`config.mk`:
```
export PLATFORM = sky130hd
export DESIGN_NAME = msc_stats
export DESIGN_NICKNAME = d
export VERILOG_FILES = /design/src/msc_pkg.sv /design/src/msc_stats.sv /design/src/msc_event_decode.sv /design/src/msc_counter.sv
export VERILOG_INCLUDE_DIRS = /design/src
export SDC_FILE = /design/constraint.sdc
export NUM_CORES = 1
export LEC_CHECK = 0
export ABC_CLOCK_PERIOD_IN_PS = 2100
export BUFFER_PORTS_ARGS = -buffer_cell sky130_fd_sc_hd__buf_2
export CAP_MARGIN = 0
export CORE_MARGIN = 8
export CORE_UTILIZATION = 30
export DETAILED_ROUTE_END_ITERATION = 8
export HOLD_SLACK_MARGIN = 0.05
export MAX_ROUTING_LAYER = met4
export SLEW_MARGIN = 10
export SYNTH_ARGS = -nofsm -noshare
export SYNTH_HDL_FRONTEND = slang
export SYNTH_SLANG_ARGS = --single-unit
```
`constraint.sdc`:
```
create_clock -name i_clk -period 2.1 [get_ports i_clk]
set_input_delay 0.105 -clock i_clk [delete_from_list [all_inputs] [get_ports i_clk]]
set_output_delay 0.105 -clock i_clk [all_outputs]
set_load 0.02 [all_outputs]
```
`src/msc_defs.svh`:
```
// Constants for the statistics counter block
`ifndef MSC_DEFS_SVH
`define MSC_DEFS_SVH
`define MSC_NUM_CNT        32
`define MSC_IDX_W          5
`define MSC_CNT_W          30
`define MSC_OVF_BIT        31
`define MSC_VALID_BIT      30
`define MSC_IDX_RX_1024_UP 5'h13
`define MSC_IDX_TX_OCTET   5'h14
`define MSC_IDX_RESERVED   5'h15
`define MSC_IDX_TX_LATE    5'h16
`define MSC_IDX_TX_PAUSE   5'h17
`define MSC_IDX_TX_BCAST   5'h18
`define MSC_IDX_TX_MCAST   5'h19
`define MSC_IDX_TX_UCAST   5'h1A
`define MSC_IDX_TX_DEFER   5'h1B
`define MSC_IDX_TX_ALLCOL  5'h1C
`define MSC_IDX_TX_ABORT   5'h1D
`define MSC_IDX_TX_ONECOL  5'h1E
`define MSC_IDX_TX_MULTCOL 5'h1F
`define MSC_CTRL_READ_SEL  16'h1C00
`define MSC_CTRL_IDX_MASK  16'h001F
`define MSC_RX_BIG_LEN     11'h400
`define MSC_LATE_BITS      10'h200
`define MSC_READ_LAT       2'h2
`endif

```
`src/msc_pkg.sv`:
```
// Types for the statistics counter block
package msc_pkg;
  typedef enum logic [1:0]
  {
    MSC_IDLE  = 2'b00,
    MSC_FETCH = 2'b01,
    MSC_SHOW  = 2'b10
  } msc_state_t;
  typedef logic [31:0] msc_word_t;
endpackage

```
`src/msc_stats.sv`:
```
// Statistics counters with indirect read access
`timescale 1ns/10ps
`include "msc_defs.svh"
module msc_stats
(
  input  wire logic        i_clk,
  input  wire logic        i_sys_rst,
  input  wire logic        i_ctrl_wr,
  input  wire logic [15:0] i_ctrl_data,
  input  wire logic        i_rx_done,
  input  wire logic [10:0] i_rx_len,
  input  wire logic        i_tx_done,
  input  wire logic        i_tx_good,
  input  wire logic        i_tx_pause,
  input  wire logic        i_tx_bcast,
  input  wire logic        i_tx_mcast,
  input  wire logic        i_tx_lowprio,
  input  wire logic [10:0] i_tx_len,
  input  wire logic        i_tx_deferred,
  input  wire logic [3:0]  i_tx_col_cnt,
  input  wire logic        i_tx_excess_col,
  input  wire logic        i_col_det,
  input  wire logic [9:0]  i_col_bit_time,
  input  wire logic        i_half_duplex,
  output logic [15:0]      o_data_upper,
  output logic [15:0]      o_data_lower
);
  logic [31:0]          inc;
  logic [10:0]          octets;
  logic [29:0]          cnt   [0:31];
  logic [31:0]          ovf;
  logic [31:0]          clr;
  logic [4:0]           idx_r;
  logic [4:0]           idx_nxt;
  msc_pkg::msc_state_t  st_r;
  msc_pkg::msc_state_t  st_nxt;
  logic [1:0]           wait_r;
  logic [1:0]           wait_nxt;
  logic [15:0]          up_nxt;
  logic [15:0]          lo_nxt;
  logic                 trig;

  // ************************************************************
  // Event decode and counter array
  // ************************************************************
  msc_event_decode i_msc_event_decode
  (
    .i_clk           (i_clk),
    .i_sys_rst       (i_sys_rst),
    .i_rx_done       (i_rx_done),
    .i_rx_len        (i_rx_len),
    .i_tx_done       (i_tx_done),
    .i_tx_good       (i_tx_good),
    .i_tx_pause      (i_tx_pause),
    .i_tx_bcast      (i_tx_bcast),
    .i_tx_mcast      (i_tx_mcast),
    .i_tx_lowprio    (i_tx_lowprio),
    .i_tx_len        (i_tx_len),
    .i_tx_deferred   (i_tx_deferred),
    .i_tx_col_cnt    (i_tx_col_cnt),
    .i_tx_excess_col (i_tx_excess_col),
    .i_col_det       (i_col_det),
    .i_col_bit_time  (i_col_bit_time),
    .i_half_duplex   (i_half_duplex),
    .o_inc           (inc),
    .o_octets        (octets)
  );

  genvar gi;
  generate
    for (gi = 0; gi < `MSC_NUM_CNT; gi++)
    begin : g_cnt
      logic [10:0] amt;
      assign amt = (gi == `MSC_IDX_TX_OCTET) ? octets : 11'h1;
      msc_counter i_msc_counter
      (
        .i_clk     (i_clk),
        .i_sys_rst (i_sys_rst),
        .i_inc     (inc[gi]),
        .i_amount  (amt),
        .i_clear   (clr[gi]),
        .o_count   (cnt[gi]),
        .o_ovf     (ovf[gi])
      );
    end
  endgenerate

  // ************************************************************
  // Indirect read sequencer
  // ************************************************************
  assign trig = i_ctrl_wr &&
    ((i_ctrl_data & ~`MSC_CTRL_IDX_MASK) == `MSC_CTRL_READ_SEL);

  always_comb
  begin
    st_nxt   = st_r;
    idx_nxt  = idx_r;
    wait_nxt = wait_r;
    up_nxt   = o_data_upper;
    lo_nxt   = o_data_lower;
    clr      = 32'h0;
    if (trig)
    begin
      idx_nxt  = i_ctrl_data[4:0];
      wait_nxt = `MSC_READ_LAT;
      st_nxt   = msc_pkg::MSC_FETCH;
      up_nxt   = 16'h0;
      lo_nxt   = 16'h0;
    end
    else
    begin
      case (st_r)
        msc_pkg::MSC_IDLE:
        begin
          st_nxt = msc_pkg::MSC_IDLE;
        end
        msc_pkg::MSC_FETCH:
        begin
          if (wait_r != 2'h0)
          begin
            wait_nxt = wait_r - 2'h1;
          end
          else
          begin
            // Snapshot and clear in one cycle so no event is lost
            clr[idx_r] = (idx_r != `MSC_IDX_RESERVED);
            if (idx_r == `MSC_IDX_RESERVED)
            begin
              up_nxt = 16'h4000;
              lo_nxt = 16'h0;
            end
            else
            begin
              up_nxt = {ovf[idx_r], 1'b1, cnt[idx_r][29:16]};
              lo_nxt = cnt[idx_r][15:0];
            end
            st_nxt = msc_pkg::MSC_SHOW;
          end
        end
        msc_pkg::MSC_SHOW:
        begin
          st_nxt = msc_pkg::MSC_SHOW;
        end
        default:
        begin
          st_nxt = msc_pkg::MSC_IDLE;
        end
      endcase
    end
  end

  always_ff @(posedge i_clk)
  begin
    if (i_sys_rst)
    begin
      st_r         <= msc_pkg::MSC_IDLE;
      idx_r        <= 5'h0;
      wait_r       <= 2'h0;
      o_data_upper <= 16'h0;
      o_data_lower <= 16'h0;
    end
    else
    begin
      st_r         <= st_nxt;
      idx_r        <= idx_nxt;
      wait_r       <= wait_nxt;
      o_data_upper <= up_nxt;
      o_data_lower <= lo_nxt;
    end
  end
endmodule

```
`src/msc_event_decode.sv`:
```
// Turns MAC transmit and receive reports into per-counter increments
`timescale 1ns/10ps
`include "msc_defs.svh"
module msc_event_decode
(
  input  wire logic        i_clk,
  input  wire logic        i_sys_rst,
  input  wire logic        i_rx_done,
  input  wire logic [10:0] i_rx_len,
  input  wire logic        i_tx_done,
  input  wire logic        i_tx_good,
  input  wire logic        i_tx_pause,
  input  wire logic        i_tx_bcast,
  input  wire logic        i_tx_mcast,
  input  wire logic        i_tx_lowprio,
  input  wire logic [10:0] i_tx_len,
  input  wire logic        i_tx_deferred,
  input  wire logic [3:0]  i_tx_col_cnt,
  input  wire logic        i_tx_excess_col,
  input  wire logic        i_col_det,
  input  wire logic [9:0]  i_col_bit_time,
  input  wire logic        i_half_duplex,
  output logic [31:0]      o_inc,
  output logic [10:0]      o_octets
);
  logic [31:0] inc_nxt;
  logic [10:0] oct_nxt;
  logic        good;
  always_comb
  begin
    inc_nxt = 32'h0;
    oct_nxt = 11'h0;
    good    = i_tx_done && i_tx_good;
    inc_nxt[`MSC_IDX_RX_1024_UP] = i_rx_done && (i_rx_len >= `MSC_RX_BIG_LEN);
    if (good && (i_tx_lowprio || i_tx_pause))
    begin
      inc_nxt[`MSC_IDX_TX_OCTET] = 1'b1;
      oct_nxt = i_tx_len;
    end
    inc_nxt[`MSC_IDX_TX_LATE] = i_col_det && (i_col_bit_time > `MSC_LATE_BITS);
    inc_nxt[`MSC_IDX_TX_PAUSE] = good && i_tx_pause;
    inc_nxt[`MSC_IDX_TX_BCAST] = good && !i_tx_pause && i_tx_bcast;
    inc_nxt[`MSC_IDX_TX_MCAST] = good && !i_tx_pause && !i_tx_bcast && i_tx_mcast;
    inc_nxt[`MSC_IDX_TX_UCAST] = good && !i_tx_pause && !i_tx_bcast && !i_tx_mcast;
    inc_nxt[`MSC_IDX_TX_DEFER] = i_tx_done && i_tx_deferred;
    inc_nxt[`MSC_IDX_TX_ALLCOL] = i_col_det && i_half_duplex;
    inc_nxt[`MSC_IDX_TX_ABORT] = i_tx_done && i_tx_excess_col;
    inc_nxt[`MSC_IDX_TX_ONECOL] = good && (i_tx_col_cnt == 4'h1);
    inc_nxt[`MSC_IDX_TX_MULTCOL] = good && (i_tx_col_cnt > 4'h1);
    inc_nxt[`MSC_IDX_RESERVED] = 1'b0;
  end
  always_ff @(posedge i_clk)
  begin
    if (i_sys_rst)
    begin
      o_inc    <= 32'h0;
      o_octets <= 11'h0;
    end
    else
    begin
      o_inc    <= inc_nxt;
      o_octets <= oct_nxt;
    end
  end
endmodule

```
`src/msc_counter.sv`:
```
// One counter word with wrap-to-overflow and read clear
`timescale 1ns/10ps
`include "msc_defs.svh"
module msc_counter
(
  input  wire logic        i_clk,
  input  wire logic        i_sys_rst,
  input  wire logic        i_inc,
  input  wire logic [10:0] i_amount,
  input  wire logic        i_clear,
  output logic [29:0]      o_count,
  output logic             o_ovf
);
  logic [29:0] cnt_nxt;
  logic        ovf_nxt;
  logic [30:0] sum;
  always_comb
  begin
    sum     = {1'b0, o_count} + {20'h0, i_amount};
    cnt_nxt = o_count;
    ovf_nxt = o_ovf;
    if (i_clear)
    begin
      cnt_nxt = 30'h0;
      ovf_nxt = 1'b0;
    end
    if (i_inc)
    begin
      // Event during the clear starts the fresh count
      cnt_nxt = i_clear ? {19'h0, i_amount} : sum[29:0];
      ovf_nxt = (!i_clear && sum[30]) || ovf_nxt;
    end
  end
  always_ff @(posedge i_clk)
  begin
    if (i_sys_rst)
    begin
      o_count <= 30'h0;
      o_ovf   <= 1'b0;
    end
    else
    begin
      o_count <= cnt_nxt;
      o_ovf   <= ovf_nxt;
    end
  end
endmodule

```
After elaboration in Yosys (flattened, before gate mapping). Index checks and enable logic that the tools add are counted.

Add/sub/neg operators: 33. Magnitude comparators: 6. Equality and inequality tests: 8. Multiplexer cells: 179. Bitwise gates (word level): 4. Reductions and logical operators: 157.

Operators by type and width (number): $mux 30 (98); $add 30x1->31 const B (31); $bmux 30 s5 (1); $mux 32 (3); $reduce_bool 2->1 (35); $mux 1 (68); $logic_and 1x1->1 (49); $logic_not 1->1 (35); $logic_or 1x1->1 (33); $and 32x32->32 (1); $mux 16 (2); $add 30x11->31 (1); $eq 11x8->1 const B (1); $ge 11x11->1 const B (1); $gt 10x10->1 const B (1); $mux 2 (4); $ge 6x6->1 const B (1); $lt 5x6->1 const B (1); $not 5->6 (1); $reduce_and 2->1 (3); $bmux 1 s5 (1); $demux 1 s5 (1); $eq 5x5->1 const B (1); $ge 5x1->1 const B (1); other kinds (11) (13).

Bits in registers: 1076. Input bits: 66. Output and inout port bits: 32. Logic and storage cells: 461.

Depth between registers and ports, before layout. Gate-level depths: netlist (run 1).

Word-level depth: 12. Mapped depth: 10. Gate-level depth less buffers: 8.

By module. Synthesis (run 1) repeated with hierarchy kept, for this count alone.

Cell total of the unflattened synthesis: 8652. Area, all modules: 72859.9 um^2.

Modules (own cells, without submodules): msc_counter (g_cnt[0].i_msc_counter ...) (instances 23, cells each 229, area an instance 1956.9 um^2, seq. area each 620.6 um^2); msc_counter (g_cnt[4].i_msc_counter ...) (instances 5, cells each 246, area an instance 1950.6 um^2, seq. area each 620.6 um^2); msc_stats (instances 1, cells each 1134, area an instance 9397.8 um^2, seq. area each 820.8 um^2); msc_counter (g_cnt[27].i_msc_counter ...) (instances 2, cells each 235, area an instance 1959.4 um^2, seq. area each 620.6 um^2); msc_counter (g_cnt[9].i_msc_counter) (instances 1, cells each 237, area an instance 1961.9 um^2, seq. area each 620.6 um^2); msc_counter (g_cnt[16].i_msc_counter) (instances 1, cells each 235, area an instance 1921.8 um^2, seq. area each 620.6 um^2); msc_event_decode (instances 1, cells each 79, area an instance 898.4 um^2, seq. area each 460.4 um^2).

Least setup slack after synthesis (run 1). OpenSTA, ideal clock, no wires.

Path kind: flip-flop to flip-flop. Start: register g_cnt[20].i_msc_counter.o_count[0]. End: register g_cnt[20].i_msc_counter.o_count[18]. Arrival: 2.137 ns. Required time: 1.972 ns. Slack: -0.164 ns. Stages on the path, launching flop included: 10. Buffers on the path: 1. Cell sequence: dfxtp_1 > ha_1 > fa_1 > a21oi_1 > o211ai_1 > o311a_1 > clkbuf_1 > o2111ai_1 > xor2_1 > nor2_1.

Longest elaborated chain between the ends: 3.

Ends and longest elaborated chain: start, declared (line msc_counter.sv:11) `output logic [29:0] o_count,`; start signal, assigned (line msc_counter.sv:43) `o_count <= cnt_nxt;`; $add 30x11->31 (line msc_counter.sv:19) `sum = {1'b0, o_count} + {20'h0, i_amount};`; $mux 30 (line msc_counter.sv:30) `cnt_nxt = i_clear ? {19'h0, i_amount} : sum[29:0];`; $mux 30 (line msc_counter.sv:27) `if (i_inc)`.

No other way between the ends. A chain may end at the register's enable or synchronous reset.

Worst setup path in the final report (run 1).
Start: register g_cnt[20].i_msc_counter.o_count[0]. End: register g_cnt[20].i_msc_counter.o_count[16].

Same word-level chain as after synthesis.

==> flow_metrics.tcl, run 1 <==
set metrics [dict create \
    outcome "complete, but fails checks" \
    violations "setup timing" \
    slew_viol_final 0 \
    remaining_drc_errors 0 \
    p_leak_nw 9.77 \
    maxSlewHeadroom 0.452 \
    cts_buffers 50 \
    gp_congestion 0.901 \
    track_usage 0.156 \
    postSynthNetCount 2531 \
    min_path_type "primary input to flip-flop" \
    finClkSkew_ns 0.0269 \
    min_period_ns 2.19 \
    grt_pass1_wl_um 98500 \
    syn2layout_area_growth_pct 28.3 \
    yosysWarnings 0 \
    row_count 98 \
    vdd_drop_max_v 0.000654 \
    clk_latency_ns 0.61 \
    rsz0062_at_grt "true" \
    async_reset_ff_frac 0 \
    vias_per_cell 4.99 \
    drive_gt1_frac 0.192 \
    setup_ws_ns -0.0914 \
    ant_nets 0 \
    grt_antenna_before_repair 1 \
    synth_edf_count 0 \
    arrival_ns 2.69 \
    yosysTopAreaCell "dfxtp_1" \
    required_ns 2.60 \
    critPathLaunchType "flip-flop" \
    syn_area_sq_um 21400 \
    cts_tree "done" \
    first_global_vias 17300 \
    utilization 0.387 \
    die_w_um 283 \
    synthCells 2441 \
    synth_cell_types 61 \
    die-area_sq_um 80300 \
    diodes 0 \
    fp.dieH_um 283 \
    ys_seq_area_frac 0.407 \
    crit_fanout 11 \
    grt_overflow 0 \
    synth.ff_latch_count 436 \
    ios 98 \
    maxCapViolations 0 \
    io_buffers 87 \
    core_area_sq_um 71100 \
    cts.reportedPaths.clkPinSlew_ns 0.06 \
    fmax_mhz 456 \
    final-hold-violation-count 0 \
    first_pass_iters 6 \
    final_cell_count_no_fill 3727 \
    fin_crit_sh 1.04 \
    wl_per_cell_um 17.5 \
    dp.cells 3560 \
    num-fill-cells 7106 \
    worst_slew_pin_slew_ns 0.818 \
    synth_top_area_frac 0.407 \
    synth_area_leaders "dfxtp_1, xor2_1, nor2_1, mux4_2, xnor2_1" \
    cts_root_buf "clkbuf_16" \
    ctsHtreeMaxLevel 2 \
    dr.first_iter.drc_count 1459 \
    vias 18600 \
    synth_ff_type "dfxtp_1" \
    grt_max_degree 36 \
    regArea_sq_um 8750 \
    start_util 0.301 \
    num-nets-final 2827 \
    finalWirelength_um 65400 \
    crit_type "flip-flop to flip-flop" \
    clock_path_buffers 3 \
    synth_most_common_cell "dfxtp_1" \
    setup_viol 10 \
    p_per_area_nw_per_um2 666 \
    multi_input_area_sq_um 12500 \
    synth_common_cells "dfxtp_1, nor2_1, nand2_1, xor2_1, xnor2_1" \
    dpl.hpwl_um 46100 \
    cts_sinks 436 \
    end_kind "flip-flop" \
    avgSynthCellArea_sq_um 8.78 \
    pre_cts_slack_ns -0.162 \
]
-- layout by cell type (no fill, tap or decap), types with 9 or more instances in the layout --
cell type,n
dlygate4sd3_1,52
nor3_1,55
nand2_1,222
nand4_1,85
nor4_1,14
clkbuf_16,58
a21oi_1,63
clkbuf_8,10
and2_1,29
buf_12,25
and3_1,66
mux4_2,62
nand2b_1,9
nor2_1,416
or3_1,22
buf_2,87
nand3_1,110
a41oi_1,9
inv_1,38
clkinv_2,10
a21o_1,34
a22oi_1,68
xnor2_1,129
buf_4,183
o21ai_0,63
ha_1,13
xor2_1,191
mux2i_1,48
and4_1,24
dfxtp_1,425
dfxtp_2,9
-- state kept, by name, summed over array words and instances, names as in the netlist --
signal and flops:
idx_r 5, o_data_upper 16, st_r 2, wait_r 2
g_cnt.i_msc_counter.o_ovf 12, i_msc_event_decode.o_octets 11, i_msc_event_decode.o_inc 12, o_data_lower 16
g_cnt.i_msc_counter.o_count 360
-- stage by stage --
stage / setup TNS (ns) / power [mW] / hold slack (ns) / cell area (sq um)
global placement: -1.71 / 8.88 / 0.295 / 24400
detailed placement: -3.53 / 8.88 / 0.290 / 24400
floorplan: -0.297 / 8.68 / 0.181 / 21500
global route: -2.54 / 18.9 / 0.126 / 27500
finish: -0.511 / 18.3 / 0.143 / 27500
CTS: -0.275 / 18.4 / 0.0762 / 26900
-- power by group --
group	switching [mW]	leakage (nW)	internal (mW)
clock network	3.67	0.883	5.80
registers	0.0280	3.52	8.29
logic	0.271	5.37	0.247
-- worst max-delay path: stages (launching register included) --
cell,delay (ns)
dfxtp_2,0.33
ha_4,0.16
fa_2,0.37
a21oi_2,0.17
o211ai_1,0.18
o311a_4,0.42
o211ai_1,0.23
xor2_1,0.17
nor2_1,0.05
-- area by class of cell --
cell class / instances / share of cell area
Multi-Input combinational cell: 1850 / 0.455
Sequential cell: 436 / 0.318
Timing Repair Buffer: 361 / 0.113
Clock buffer: 67 / 0.0522
Tap cell: 950 / 0.0432
Clock inverter: 25 / 0.0131
Inverter: 38 / 0.00519
-- repair_timing --
action / 4_1_cts / 5_1_grt
setup buffers: 5 / 10
endpoints found under the setup margin: 134 / 292
hold buffers: 52 / 0
gates cloned: 1 / 7
endpoints found under the hold margin: 38 / 0
resized for setup: 29 / 53
pin swaps: 1 / 9
-- path summary, 6_finish.rpt --
kind,to,cells past startpoint,startpoint,slack [ns]
setup / recovery,g_cnt[20].i_msc_counter.o_count[16]$_SDFFE_PP0P_,8,g_cnt[20].i_msc_counter.o_count[0]$_SDFFE_PP0P_,-0.09
hold / removal,g_cnt[20].i_msc_counter.o_count[0]$_SDFFE_PP0P_,3,i_sys_rst,0.14
setup reg to reg,g_cnt[20].i_msc_counter.o_count[16]$_SDFFE_PP0P_,8,g_cnt[20].i_msc_counter.o_count[0]$_SDFFE_PP0P_,-0.09
hold reg to reg,o_data_upper[5]$_SDFFE_PP0P_,2,o_data_upper[5]$_SDFFE_PP0P_,0.46
-- layer usage --
metal,up-vias,part of all wire,global-route usage
li1,9133,-,-
met1,8921,0.46,0.207
met2,429,0.45,0.240
met3,97,0.060,0.0255
met4,0,0.030,0.0526
met5,-,0,-
-- cells by family after synthesis --
family,after synthesis,synth area share
buffers and inverters,155,0.0281
adders and majority gates,24,0.0144
DFF,436,0.407
xor gates and xnor gates,320,0.131
and+or+nand+nor,1110,0.246
muxes,112,0.0886
AOI/OAI and AO/OA,284,0.0851
Note: power is estimated with default switching activity, not from simulation.
==> run 2, diff against run 1 <==
--- a/config.mk
+++ b/config.mk
@@ -14,6 +14,7 @@
 export DETAILED_ROUTE_END_ITERATION = 8
 export HOLD_SLACK_MARGIN = 0.05
 export MAX_ROUTING_LAYER = met4
+export SETUP_SLACK_MARGIN = 0.4
 export SLEW_MARGIN = 10
 export SYNTH_ARGS = -nofsm -noshare
 export SYNTH_HDL_FRONTEND = slang
==> flow_metrics.tcl, run 2 (synthesis results as in run 1) <==
set metrics [dict create \
    hold_path_depth 4 \
    wl_per_cell_um 19.6 \
    row_count 98 \
    mostFrequentLayoutCells "dfxtp_1, nand2_1, xor2_1" \
    finalWirelength_um 74000 \
    cts.reportedPaths.clkPinSlew_ns 0.06 \
    cts_root_buf "clkbuf_16" \
    remaining_drc_errors 0 \
    top_layer_used "met4" \
    arrival_ns 2.67 \
    hold_start "i_sys_rst" \
    vdd_drop_max_v 0.000535 \
    largest-register "g_cnt.i_msc_counter.o_count" \
    dp.cells 3531 \
    rsz0062_at_grt "true" \
    rr_startpoint "i_msc_event_decode.o_octets[0]$_SDFF_PP0_" \
    gp_congestion 0.898 \
    critPathLaunchType "flip-flop" \
    first_pass_iters 5 \
    slew_viol_final 0 \
    core_area_sq_um 71100 \
    clk_latency_ns 0.59 \
    layout_commonest_cell "dfxtp_1" \
    cts_tree "done" \
    vias_per_cell 5.20 \
    wl_met3_um 4660 \
    fp.dieH_um 283 \
    holdPathEnd "g_cnt[20].i_msc_counter.o_count[5]$_SDFFE_PP0P_" \
    maxCapViolations 0 \
    min_period_ns 2.19 \
    first_global_vias 18400 \
    cts_sinks 436 \
    grt_max_degree 36 \
    pre_cts_slack_ns -0.0644 \
    grt_antenna_before_repair 0 \
    violations "setup timing" \
    grt_pass1_wl_um 109000 \
    start_util 0.301 \
    fmax_mhz 456 \
    wl_met2_um 33900 \
    grt_overflow 0 \
    final-hold-violation-count 0 \
    track_usage 0.173 \
    dpl.hpwl_um 46900 \
    maxSlewHeadroom 0.463 \
    crit_type "flip-flop to flip-flop" \
    r2r_cells 9 \
    finClkSkew_ns 0.0249 \
    largest_register_ff_count 360 \
    clock_path_buffers 3 \
    crit_fanout 11 \
    reg.largest.list "g_cnt.i_msc_counter.o_count: 360 flops, o_data_lower: 16 flops, o_data_upper: 16 flops" \
    num-nets-final 2892 \
    ctsHtreeMaxLevel 2 \
    worst_slew_pin_slew_ns 0.803 \
    min_path_type "primary input to flip-flop" \
    drive_gt1_frac 0.337 \
    outcome "complete, but fails checks" \
    dr.first_iter.drc_count 1733 \
    final_cell_count_no_fill 3786 \
    vias 19700 \
    p_leak_nw 10.1 \
    utilization 0.430 \
    rrSetupSlack_ns -0.09 \
    fin_crit_sh 1.04 \
    cts_buffers 49 \
    setup_viol 108 \
    io_buffers 87 \
    diodes 0 \
    die_w_um 283 \
    ios 98 \
    end_kind "flip-flop" \
    required_ns 2.58 \
    die-area_sq_um 80300 \
    setup_ws_ns -0.0943 \
    ant_nets 0 \
    wl_met1_um 33200 \
    syn2layout_area_growth_pct 42.5 \
    p_per_area_nw_per_um2 578 \
    worstReg2RegEnd "g_cnt[20].i_msc_counter.o_count[26]$_SDFFE_PP0P_" \
    power_mw 17.7 \
]
[run 2: layout make-up]
class	instances	area (sq um)
tap	950	1190
sequential	436	8770
multi-input combinational	1860	14600
fill	6764	40600
inverter	38	143
clock inverter	10	100
clock buffer	75	1440
timing repair buffer	417	4280
[run 2: metrics by stage]
stage,setup TNS [ns],hold WS (ns),area (sq um)
finish,-3.43,0.102,30500
global route,-12.06,0.117,30500
CTS,-1.33,0.0709,28200
detailed placement,-0.368,0.296,24500
global placement,-0.354,0.291,24500
floorplan,-0.00688,0.181,22100
[run 2: repair_timing]
action	CTS	global route
buffers inserted	41	40
gates resized for setup	168	446
endpoints found under the hold margin	50	0
pin swaps	83	191
hold buffers	47	0
cloned	24	18
endpoints found under the setup margin	403	406
[run 2: worst max-delay path by stage]
stage / startpoint / endpoint / slack, ns / cells after the start
after CTS: g_cnt[20].i_msc_counter.o_count[0]$_SDFFE_PP0P_ / g_cnt[20].i_msc_counter.o_count[26]$_SDFFE_PP0P_ / -0.07 / 9
after global placement: i_msc_event_decode.o_octets[0]$_SDFF_PP0_ / g_cnt[20].i_msc_counter.o_count[12]$_SDFFE_PP0P_ / -0.08 / 9
after detailed placement: g_cnt[20].i_msc_counter.o_count[8]$_SDFFE_PP0P_ / g_cnt[20].i_msc_counter.o_count[17]$_SDFFE_PP0P_ / -0.06 / 8
after global routing: g_cnt[20].i_msc_counter.o_count[0]$_SDFFE_PP0P_ / g_cnt[20].i_msc_counter.o_count[20]$_SDFFE_PP0P_ / -0.18 / 9
after floorplan: g_cnt[20].i_msc_counter.o_count[0]$_SDFFE_PP0P_ / g_cnt[20].i_msc_counter.o_count[12]$_SDFFE_PP0P_ / -0.007 / 9
final: i_msc_event_decode.o_octets[0]$_SDFF_PP0_ / g_cnt[20].i_msc_counter.o_count[26]$_SDFFE_PP0P_ / -0.09 / 9
[run 2: critical path: stages (launching register included)]
cell	delay (ns)
dfxtp_2	0.33
ha_4	0.16
fa_2	0.37
a21oi_2	0.17
o211ai_1	0.11
o311a_1	0.34
buf_12	0.16
o211ai_1	0.18
xor2_1	0.19
nor2_1	0.06
[run 2: power by group]
part | switching, mW | total, mW | internal [mW]
Sequential | 0.0302 | 8.32 | 8.29
Clock | 3.52 | 8.46 | 4.94
Combinational | 0.453 | 0.869 | 0.416
[run 2: routing by layer]
layer / GRT usage / vias to the layer above
li1: - / 9281
met2: 0.266 / 654
met1: 0.237 / 9619
met3: 0.0203 / 135
met5: - / -
met4: 0.0534 / 0
